===== src/verilog/aig_pkg.sv =====
// Package: opcodes, flag layout and reset values for the ALU group
package aig_pkg;

	localparam int DATA_W = 8;
	localparam int FILE_IDX_W = 7;

	// Status flag positions inside the flag vector
	localparam int FLAG_C_POS = 0;
	localparam int FLAG_DC_POS = 1;
	localparam int FLAG_Z_POS = 2;

	localparam logic [7:0] ACC_RESET = 8'h00;
	localparam logic [7:0] TMODE_RESET = 8'hFF;
	localparam logic [2:0] FLAGS_RESET = 3'h0;
	localparam logic [7:0] NIB_LO = 8'h0F;

	typedef enum logic [2:0]
	{
		AIG_OP_NONE = 3'b000,
		AIG_OP_SUB_IMM = 3'b001,
		AIG_OP_LD_TMODE = 3'b010,
		AIG_OP_RD_TMODE = 3'b011,
		AIG_OP_SWAP = 3'b100,
		AIG_OP_XOR_REG = 3'b101,
		AIG_OP_XOR_IMM = 3'b110
	} aig_op_t;

	typedef struct packed
	{
		aig_op_t op;
		logic dest;
		logic [6:0] idx;
		logic [7:0] imm;
		logic [7:0] reg_val;
	} aig_instr_t;

	typedef struct packed
	{
		logic wr;
		logic [6:0] idx;
		logic [7:0] data;
	} aig_fwr_t;

	typedef struct packed
	{
		logic [7:0] acc;
		logic [7:0] tmode;
		logic [2:0] flags;
		aig_fwr_t fwr;
	} aig_state_t;

endpackage


===== src/verilog/aig_alu.sv =====
// Datapath for the accumulator instruction group
// Operation
// - Subtract from immediate: imm minus accumulator into accumulator.
// - Subtract from immediate updates carry, half carry and zero only.
// - Load timer mode copies accumulator to timer mode, flags untouched.
// - Read timer mode copies timer mode to accumulator, flags untouched.
// - Nibble swap exchanges operand nibbles, index 0..127, no flag change.
// - Nibble swap result to accumulator when d is 0, register when 1.
// - Register XOR with accumulator, zero flag only, destination by d.
// - Immediate XOR with accumulator into accumulator, zero flag only.
module aig_alu
	import aig_pkg::*;
(
	input wire logic CLK_I,
	input wire logic RESETN_I,
	input wire aig_instr_t INSTR_I,
	output aig_fwr_t FWR_O,
	output logic [7:0] ACC_O,
	output logic [7:0] TMODE_O,
	output logic [2:0] FLAGS_O
);

	aig_state_t state;
	aig_state_t next_state;

	always_comb
	begin
		logic [8:0] diff;
		logic [4:0] diff_lo;
		logic [7:0] res;
		diff = {1'b0, INSTR_I.imm} + {1'b0, ~state.acc} + 9'h001;
		diff_lo = {1'b0, INSTR_I.imm[3:0]} + {1'b0, ~state.acc[3:0]} + 5'h01;
		res = 8'h00;
		next_state = state;
		// Write strobe is a one-cycle pulse
		next_state.fwr.wr = 1'b0;
		next_state.fwr.idx = INSTR_I.idx;
		case (INSTR_I.op)
			AIG_OP_SUB_IMM:
			begin
				next_state.acc = diff[7:0];
				// Carry out of the add means no borrow
				next_state.flags[FLAG_C_POS] = diff[8];
				next_state.flags[FLAG_DC_POS] = diff_lo[4];
				next_state.flags[FLAG_Z_POS] = diff[7:0] == 8'h00;
			end
			AIG_OP_LD_TMODE:
				next_state.tmode = state.acc;
			AIG_OP_RD_TMODE:
				next_state.acc = state.tmode;
			AIG_OP_SWAP:
			begin
				res = {INSTR_I.reg_val[3:0], INSTR_I.reg_val[7:4]};
				if (INSTR_I.dest)
				begin
					next_state.fwr.wr = 1'b1;
					next_state.fwr.data = res;
				end
				else
					next_state.acc = res;
			end
			AIG_OP_XOR_REG:
			begin
				res = state.acc ^ INSTR_I.reg_val;
				next_state.flags[FLAG_Z_POS] = res == 8'h00;
				if (INSTR_I.dest)
				begin
					next_state.fwr.wr = 1'b1;
					next_state.fwr.data = res;
				end
				else
					next_state.acc = res;
			end
			AIG_OP_XOR_IMM:
			begin
				res = state.acc ^ INSTR_I.imm;
				next_state.acc = res;
				next_state.flags[FLAG_Z_POS] = res == 8'h00;
			end
			default:
				next_state.acc = state.acc;
		endcase
	end

	always_ff @(posedge CLK_I or negedge RESETN_I)
	begin
		if (!RESETN_I)
		begin
			state.acc <= ACC_RESET;
			state.tmode <= TMODE_RESET;
			state.flags <= FLAGS_RESET;
			state.fwr <= '0;
		end
		else
			state <= next_state;
	end

	assign FWR_O = state.fwr;
	assign ACC_O = state.acc;
	assign TMODE_O = state.tmode;
	assign FLAGS_O = state.flags;

	AST_SUB_RESULT: assert property (
		@(posedge CLK_I) disable iff (!RESETN_I)
		INSTR_I.op == AIG_OP_SUB_IMM
		|=> ACC_O == 8'($past(INSTR_I.imm) - $past(ACC_O)))
		else $error("Subtract result wrong");

	AST_SUB_CARRY: assert property (
		@(posedge CLK_I) disable iff (!RESETN_I)
		INSTR_I.op == AIG_OP_SUB_IMM
		|=> FLAGS_O[FLAG_C_POS] == ($past(INSTR_I.imm) >= $past(ACC_O)))
		else $error("Subtract carry wrong");

	AST_SUB_HALF: assert property (
		@(posedge CLK_I) disable iff (!RESETN_I)
		INSTR_I.op == AIG_OP_SUB_IMM
		|=> FLAGS_O[FLAG_DC_POS]
		== ($past(INSTR_I.imm[3:0]) >= $past(ACC_O[3:0])))
		else $error("Subtract half carry wrong");

	AST_SUB_ZERO: assert property (
		@(posedge CLK_I) disable iff (!RESETN_I)
		INSTR_I.op == AIG_OP_SUB_IMM
		|=> FLAGS_O[FLAG_Z_POS] == (ACC_O == 8'h00))
		else $error("Subtract zero flag wrong");

	AST_SUB_NO_WRITE: assert property (
		@(posedge CLK_I) disable iff (!RESETN_I)
		INSTR_I.op == AIG_OP_SUB_IMM
		|=> !FWR_O.wr && $stable(TMODE_O))
		else $error("Subtract touched other state");

	AST_LD_TMODE: assert property (
		@(posedge CLK_I) disable iff (!RESETN_I)
		INSTR_I.op == AIG_OP_LD_TMODE
		|=> TMODE_O == $past(ACC_O) && $stable(FLAGS_O))
		else $error("Timer mode load wrong");

	AST_LD_TMODE_KEEP: assert property (
		@(posedge CLK_I) disable iff (!RESETN_I)
		INSTR_I.op == AIG_OP_LD_TMODE
		|=> $stable(ACC_O) && !FWR_O.wr)
		else $error("Timer mode load touched accumulator");

	AST_TMODE_ONLY_LD: assert property (
		@(posedge CLK_I) disable iff (!RESETN_I)
		INSTR_I.op != AIG_OP_LD_TMODE
		|=> $stable(TMODE_O))
		else $error("Timer mode changed without a load");

	AST_RD_TMODE: assert property (
		@(posedge CLK_I) disable iff (!RESETN_I)
		INSTR_I.op == AIG_OP_RD_TMODE
		|=> ACC_O == $past(TMODE_O) && $stable(FLAGS_O))
		else $error("Timer mode read wrong");

	AST_RD_TMODE_KEEP: assert property (
		@(posedge CLK_I) disable iff (!RESETN_I)
		INSTR_I.op == AIG_OP_RD_TMODE
		|=> $stable(TMODE_O) && !FWR_O.wr)
		else $error("Timer mode read touched other state");

	AST_SWAP_ACC: assert property (
		@(posedge CLK_I) disable iff (!RESETN_I)
		INSTR_I.op == AIG_OP_SWAP && !INSTR_I.dest
		|=> ACC_O[7:4] == $past(INSTR_I.reg_val[3:0])
		&& ACC_O[3:0] == $past(INSTR_I.reg_val[7:4])
		&& !FWR_O.wr && $stable(FLAGS_O))
		else $error("Swap to accumulator wrong");

	AST_SWAP_REG: assert property (
		@(posedge CLK_I) disable iff (!RESETN_I)
		INSTR_I.op == AIG_OP_SWAP && INSTR_I.dest
		|=> FWR_O.wr && FWR_O.idx == $past(INSTR_I.idx)
		&& $stable(ACC_O)
		&& FWR_O.data[7:4] == $past(INSTR_I.reg_val[3:0])
		&& FWR_O.data[3:0] == $past(INSTR_I.reg_val[7:4]))
		else $error("Swap to register wrong");

	AST_SWAP_FLAGS: assert property (
		@(posedge CLK_I) disable iff (!RESETN_I)
		INSTR_I.op == AIG_OP_SWAP
		|=> $stable(FLAGS_O) && $stable(TMODE_O))
		else $error("Swap changed a flag");

	AST_XOR_REG: assert property (
		@(posedge CLK_I) disable iff (!RESETN_I)
		INSTR_I.op == AIG_OP_XOR_REG && INSTR_I.dest
		|=> FWR_O.wr
		&& FWR_O.data == ($past(ACC_O) ^ $past(INSTR_I.reg_val))
		&& FLAGS_O[FLAG_Z_POS] == (FWR_O.data == 8'h00)
		&& FLAGS_O[1:0] == $past(FLAGS_O[1:0]))
		else $error("Register XOR wrong");

	AST_XOR_REG_ACC: assert property (
		@(posedge CLK_I) disable iff (!RESETN_I)
		INSTR_I.op == AIG_OP_XOR_REG && !INSTR_I.dest
		|=> !FWR_O.wr
		&& ACC_O == ($past(ACC_O) ^ $past(INSTR_I.reg_val))
		&& FLAGS_O[FLAG_Z_POS] == (ACC_O == 8'h00)
		&& FLAGS_O[1:0] == $past(FLAGS_O[1:0]))
		else $error("Register XOR to accumulator wrong");

	AST_XOR_REG_KEEP: assert property (
		@(posedge CLK_I) disable iff (!RESETN_I)
		INSTR_I.op == AIG_OP_XOR_REG && INSTR_I.dest
		|=> $stable(ACC_O) && FWR_O.idx == $past(INSTR_I.idx))
		else $error("Register XOR changed the accumulator");

	AST_XOR_IMM: assert property (
		@(posedge CLK_I) disable iff (!RESETN_I)
		INSTR_I.op == AIG_OP_XOR_IMM
		|=> ACC_O == ($past(ACC_O) ^ $past(INSTR_I.imm))
		&& FLAGS_O[FLAG_Z_POS] == (ACC_O == 8'h00)
		&& FLAGS_O[1:0] == $past(FLAGS_O[1:0]))
		else $error("Immediate XOR wrong");

	AST_XOR_IMM_NO_WRITE: assert property (
		@(posedge CLK_I) disable iff (!RESETN_I)
		INSTR_I.op == AIG_OP_XOR_IMM
		|=> !FWR_O.wr && $stable(TMODE_O))
		else $error("Immediate XOR touched other state");

	AST_WR_SOURCE: assert property (
		@(posedge CLK_I) disable iff (!RESETN_I)
		FWR_O.wr
		|-> $past(INSTR_I.dest)
		&& ($past(INSTR_I.op) == AIG_OP_SWAP
		|| $past(INSTR_I.op) == AIG_OP_XOR_REG))
		else $error("Write-back without a register destination");

endmodule


===== config.mk =====
export PLATFORM = sky130hd
export DESIGN_NAME = aig_alu
export DESIGN_NICKNAME = d
export VERILOG_FILES = /design/src/verilog/aig_pkg.sv /design/src/verilog/aig_alu.sv
export SDC_FILE = /design/constraint.sdc
export NUM_CORES = 1
export LEC_CHECK = 0
export ABC_AREA = 1
export BUFFER_PORTS_ARGS = -buffer_cell sky130_fd_sc_hd__buf_2
export CORE_UTILIZATION = 52
export DETAILED_ROUTE_END_ITERATION = 8
export PLACE_DENSITY = 0.92
export SLEW_MARGIN = 0
export SYNTH_ARGS = -nofsm -noshare
export SYNTH_HDL_FRONTEND = slang
export SYNTH_SLANG_ARGS = --single-unit

===== constraint.sdc =====
create_clock -name CLK_I -period 2.41 [get_ports CLK_I]
set_input_delay 0.482 -clock CLK_I [delete_from_list [all_inputs] [get_ports CLK_I]]
set_output_delay 0.482 -clock CLK_I [all_outputs]
set_load 0.1 [all_outputs]

==> reports/qor.csv, run 1 <==
stage,metric,value,unit
synthesis,async_flop_share,100,%
worst_setup_path,path_class,reg2reg,
floorplan,die_y,66.5,µm
global_route,gr-total-overflow,0,
placement,port_buffers,63,
floorplan,core_area,4000,µm²
worst_setup_path,crit_path_start_kind,register,
drt,via_per_inst,5.55,
synthesis,syn_area_per_cell,7.52,µm²
placement,gp_congestion,0.936,
worst_setup_path,critPathCaptureType,register,
cells_and_area,drive_above_1_share,26.2,%
synthesis,ys_ff_latch,35,
drt,drc,0,
clocking,cts_hold_buf,0,
synthesis,seq_area_frac_synth,40.9,%
synthesis,yosys-top-cells-area,"dfrtp_1 (31%), nand2_1 (12%), dfstp_2 (9.7%)",
synthesis,ys_top_cells_by_count,"nand2_1 (70), inv_1 (39), nor2_1 (28)",
synthesis,synth_edf_count,0,
synthesis,synthDominantCellAreaShare,31.2,%
worst_setup_path,critical_path_required,2620,ps
power,p_leak,0.00144,µW
synthesis,synth_nets,326,
worst_setup_path,slowest_stage,dfrtp_1,
clocking,cts_setup_buffers,0,
floorplan,num_io_pins,64,
clocking,ctsResizeCount,0,
timing,tightest_slew,790,ps
timing,fmaxAchievable,0.505,GHz
cells_and_area,fin_area,2630,µm²
floorplan,rows,23,
worst_setup_path,crit_path_cell_trace,"ha_1, inv_1, fa_1, nand2_1, nand2_1, nand3_1, nand2_1, nand2_1, nand2_1, nor2_1, nand2_1, a21oi_1",
clocking,clkSinkCount,35,
synthesis,yosysUniqueCellTypes,33,
cells_and_area,area_growth,21.3,%
synthesis,synth.most_common_cell,nand2_1,
drt,wl_per_cell,14.7,µm
cells_and_area,num_antenna_cells,0,
global_route,antenna_found_initial,0,
timing,rsz0062_at_grt,no,
clocking,cts_buffers,5,
cells_and_area,final_net_count,392,
power,ir_drop,0.675,mV
drt,vias,2247,
global_route,grt_use_total,29.3,%
synthesis,synth_warnings,0,
synthesis,synthCells,288,
global_route,grt_pass1_vias,1979,
worst_hold_path,min_path_type,in2async,
clocking,clock-root-buffer,clkbuf_8,
worst_setup_path,cp_data_arrival_time,2190,ps
flow_run,drv_cap,0,
power,p_total,3780,µW
timing,fin_hold_ws,266,ps
floorplan,fp.dieW,66.5,µm
drt,ant_nets,0,
synthesis,synth_flop_cell,dfrtp_1,
power,p_per_area,1440,nW/µm²
clocking,htree_levels,2,
timing,skew,6.12,ps
worst_setup_path,crit_fanout,5,
cells_and_area,fillerInstances,345,
synthesis,yosys.area.top_type,dfrtp_1,
drt,dr.first_iter.drc_count,217,
floorplan,start_util,54.1,%
clocking,cts_tree,built,
floorplan,die-area,4430,µm²
timing,slew_viol_final,0,
synthesis,synth.cell_area,2170,µm²
worst_setup_path,crit_top_cell,nand2_1,
timing,slew_headroom,47.3,%
global_route,grt_max_degree,36,
timing,setup_viol,0,
placement,dpl-instance-area,2520,µm²
timing,tns,0,ps
placement,post-dp-hpwl,4.49,mm
clocking,clk_pin_slew,80,ps
timing,fin_crit_sh,82.2,%
clocking,cts_buffer_depth,2,
global_route,grt_first_pass_wirelength,9.52,mm
clocking,insertion_delay,300,ps
drt,wirelength,5.96,mm
worst_setup_path,slowest_delay,470,ps
outcome,status,"finished, final reports clean",
drt,firstDrtPassIters,5,
timing,hold_viol,0,
timing,min_period,1980,ps
==> metrics by stage <==
step           instances  util [%]  setup slack (ps)
2_1_floorplan        288         -              29.7
3_3_place_gp         397      63.1               449
3_5_place_dp         397      63.1               401
4_1_cts              405      65.7               452
5_1_grt              405      65.7               232
6_report             405      65.7               430
==> layer usage <==
metal	share of wire, %	wire (µm)	GRT usage (%)
met2	50	2980	49.2
met3	7.6	452	4.79
met4	1.3	80	7.98
met1	41	2450	38.7
met5	0	0	0
==> state kept, by name (all words and copies together) (netlist names) <==
signal,count
TMODE_O,8
ACC_O,8
FWR_O,16
FLAGS_O,3
==> placed cells by master, fill, tap and decap left out, types with 2 or more instances in the layout <==
| cell | n |
|---|---|
| nand2_1 | 70 |
| buf_2 | 63 |
| inv_1 | 39 |
| nor2_1 | 28 |
| dfrtp_1 | 27 |
| nand3_1 | 24 |
| o21ai_0 | 20 |
| a21oi_1 | 17 |
| dfstp_2 | 8 |
| ha_1 | 8 |
| clkbuf_8 | 7 |
| nor3_1 | 6 |
| a31oi_1 | 6 |
| xnor2_1 | 5 |
| nand3_2 | 4 |
| nand4_1 | 3 |
| inv_2 | 2 |
| xor2_1 | 2 |
| a22oi_1 | 2 |
==> cells by family (layout without fill, tap and decap cells) <==
group                    after synthesis  in the layout  share of synthesized area, %
multiplexers                           1              1                         0.520
AO/OA/AOI/OAI                         49             49                          13.1
buffers and inverters                 46            113                          8.32
AND/OR/NAND/NOR                      141            141                          28.8
adder cells (fa/ha/maj)                9              9                          5.55
flip-flops                            35             35                          40.9
XOR/XNOR                               7              7                          2.83
==> worst max-delay path: cells and delay by family, from the launching register on <==
| family | cells | cell delay, ps |
|---|---|---|
| buffers and inverters | 1 | 60 |
| AOI/OAI and AO/OA | 1 | 160 |
| adders and majority gates | 2 | 610 |
| DFF | 1 | 470 |
| and+or+nand+nor | 8 | 610 |
==> final cells by class <==
class / count / area (µm²) / area share (%)
clock buffers: 7 / 96.3 / 3.67
clock inverters: 1 / 7.51 / 0.286
inverters: 42 / 160 / 6.10
multi-input cells: 207 / 1100 / 41.9
flip-flops and latches: 35 / 886 / 33.7
well taps: 50 / 62.6 / 2.38
repair buffers: 63 / 315 / 12.0
==> power breakdown <==
group	switching, µW	internal [µW]	total (µW)	leakage (µW)
sequential	142	777	919	0.000404
combinational	1890	482	2380	0.000985
clock	221	260	481	0.0000505
==> path summary, 6_finish.rpt <==
kind	start	end	slack [ps]	depth (start not counted)
max	ACC_O[0]	FLAGS_O[2]	430	12
min	RESETN_I	ACC_O[3]	270	1
max reg2reg	ACC_O[0]	FLAGS_O[2]	430	12
min reg2reg	FWR_O[4]	FWR_O[4]	480	2
max in group asynchronous	RESETN_I	ACC_O[1]	1650	1
min in group CLK_I	INSTR_I[22]	FWR_O[14]	290	1
(Power assumes the default switching activity.)
==> run 2: changes to the inputs <==
--- a/config.mk
+++ b/config.mk
@@ -7,9 +7,9 @@
 export LEC_CHECK = 0
 export ABC_AREA = 1
 export BUFFER_PORTS_ARGS = -buffer_cell sky130_fd_sc_hd__buf_2
-export CORE_UTILIZATION = 52
+export CORE_UTILIZATION = 47
 export DETAILED_ROUTE_END_ITERATION = 8
-export PLACE_DENSITY = 0.92
+export PLACE_DENSITY = 0.89
 export SLEW_MARGIN = 0
 export SYNTH_ARGS = -nofsm -noshare
 export SYNTH_HDL_FRONTEND = slang
==> constraint.sdc (replaced) <==
create_clock -name CLK_I -period 1.75 [get_ports CLK_I]
set_input_delay 0.35 -clock CLK_I [delete_from_list [all_inputs] [get_ports CLK_I]]
set_output_delay 0.35 -clock CLK_I [all_outputs]
set_load 0.1 [all_outputs]
==> reports/qor.csv, run 2 (synthesis results as in run 1) <==
stage,metric,value,unit,change
timing,fmaxAchievable,0.547,GHz,+8.3%
worst_setup_path,crit_fanout,4,,-1
floorplan,die-area,4880,µm²,+10%
drt,dr.first_iter.drc_count,208,,-4.1%
cells_and_area,drive_above_1_share,36.6,%,+10 points
drt,wirelength,5.78,mm,-3.0%
placement,pre_cts_ws,-102,ps,-503 ps
worst_setup_path,critPathCaptureType,register,,
worst_setup_path,slowest_delay,430,ps,-40 ps
floorplan,rows,24,,+4.3%
worst_setup_path,path_delay_family,adder cells,,
worst_setup_path,slowest_stage,dfrtp_4,,
clocking,clock-root-buffer,clkbuf_8,,
cells_and_area,final_util,66.3,%,+0.61 points
placement,gp_congestion,0.884,,-5.6%
cells_and_area,fillerInstances,370,,+7.2%
floorplan,fp.dieW,69.9,µm,+5.0%
timing,fin_hold_ws,109,ps,-158 ps
floorplan,start_util,49.4,%,-4.7 points
timing,setup_viol,1,,+1
drt,drc,0,,unchanged
drt,wl_per_cell,13.8,µm,-6.0%
cells_and_area,layout_commonest_cell,nand2_1,,
timing,hold_viol,0,,unchanged
drt,firstDrtPassIters,5,,unchanged
floorplan,die_y,69.9,µm,+5.0%
power,p_per_area,1990,nW/µm²,+38%
drt,via_per_inst,5.53,,-0.39%
global_route,grt_first_pass_wirelength,9.35,mm,-1.8%
worst_setup_path,cp_data_arrival_time,2050,ps,-140 ps
global_route,grt_use_total,24.2,%,-5.0 points
worst_hold_path,min_path_type,in2async,,
worst_setup_path,crit_path_start_kind,register,,
timing,rsz0062_at_grt,yes,,
power,p_leak,0.00150,µW,+4.5%
flow_run,drv_cap,0,,unchanged
clocking,clkSinkCount,35,,unchanged
power,ir_drop,1.07,mV,+59%
floorplan,num_io_pins,64,,unchanged
outcome,status,"finished, violations left",,
global_route,grt_pass1_vias,2067,,+4.4%
cells_and_area,num_antenna_cells,0,,unchanged
cells_and_area,area_growth,34.2,%,
worst_setup_path,crit_path_cell_trace,"ha_4, inv_4, fa_2, buf_4, nand3_2, nand3_1, nand2_1, nand3_1, nor2_1, nand2_1, a21oi_2",,
clocking,htree_levels,2,,unchanged
worst_setup_path,critPathBufInv,2,,+1
clocking,cts_tree,built,,
clocking,cts_buffers,5,,unchanged
worst_setup_path,path_class,reg2reg,,
placement,post-dp-hpwl,4.58,mm,+1.9%
global_route,gr-total-overflow,0,,unchanged
clocking,clk_pin_slew,70,ps,about the same
timing,skew,4.68,ps,-1.44 ps
drt,vias,2310,,+2.8%
outcome,violations,negative setup slack,,
global_route,antenna_found_initial,0,,unchanged
worst_setup_path,critical_path_required,1970,ps,-650 ps
cells_and_area,multi_input_area,1230,µm²,+12%
cells_and_area,regArea,913,µm²,+3.1%
floorplan,core_area,4380,µm²,+9.6%
clocking,cts_buffer_depth,2,,unchanged
clocking,cts_hold_buf,0,,unchanged
worst_setup_path,worst_r2r_path_depth,11,,-1
timing,slew_headroom,52.3,%,+5.0 points
timing,min_period,1830,ps,-152 ps
clocking,insertion_delay,290,ps,about the same
cells_and_area,largest_reg_flops,16,,unchanged
global_route,grt_max_degree,34,,-5.6%
timing,slew_viol_final,0,,unchanged
worst_setup_path,path_depth,11,,-1
placement,port_buffers,63,,unchanged
cells_and_area,final_cell_mix,"nand2_1 (66), buf_2 (63), inv_1 (36)",,
timing,fin_crit_sh,104,%,+22 points
timing,tightest_slew,715,ps,-75.2 ps
timing,timing.final.ws_setup,-78.4,ps,-508 ps
cells_and_area,final_net_count,403,,+2.8%
drt,ant_nets,0,,unchanged
[run 2: changes by cell type in the layout (fill, tap and decap cells not counted), sizes merged]
cell,change
bufinv,+2
clkbuf,-2
buf,+11
[run 2: timing repair]
item	in CTS	in global routing
buffers inserted	0	2
gates resized for setup	1	15
cloned	0	0
pin swaps	0	1
setup endpoints to repair	1	5
[run 2: final cells by class]
cell class	instances	share of cell area (%)
multi-input combinational	207	42.3
clock inverter	3	2.32
sequential	35	31.4
inverter	42	5.68
clock buffer	5	2.37
tap	52	2.24
timing repair buffer	74	13.7
[run 2: path summary, 6_finish.rpt]
| kind | slack, ps | from | to |
|---|---|---|---|
| worst max-delay path | -80 | ACC_O[0] | FLAGS_O[2] |
| worst min-delay path | 110 | RESETN_I | FWR_O[5] |
| worst max register to register | -80 | ACC_O[0] | FLAGS_O[2] |
| worst min register to register | 480 | FWR_O[2] | FWR_O[2] |
| max in group asynchronous | 1020 | RESETN_I | TMODE_O[0] |
| min in group CLK_I | 160 | INSTR_I[22] | FWR_O[14] |
[run 2: per-layer routing]
| metal | GRT usage, % | routed length [µm] |
|---|---|---|
| met1 | 32.1 | 2390 |
| met2 | 38.8 | 2690 |
| met3 | 5.63 | 542 |
| met4 | 8.67 | 162 |
| met5 | 0 | 0 |
[run 2: per-stage QoR]
step | cells | TNS, ps | cell area, µm² | total power, µW
after global placement | 408 | -52.3 | 2690 | 4690
after floorplan | 288 | -248 | 2260 | 4060
after CTS | 416 | -36.7 | 2830 | 5620
after detailed placement | 408 | -109 | 2690 | 4750
after global routing | 418 | -272 | 2910 | 6100
final | 418 | -78.4 | 2910 | 5790
[run 2: report_power, final]
part	total (µW)	switching, µW	internal (µW)
combinational	3630	2740	890
sequential	1290	174	1120
clock	867	299	568
total	5790	3210	2580
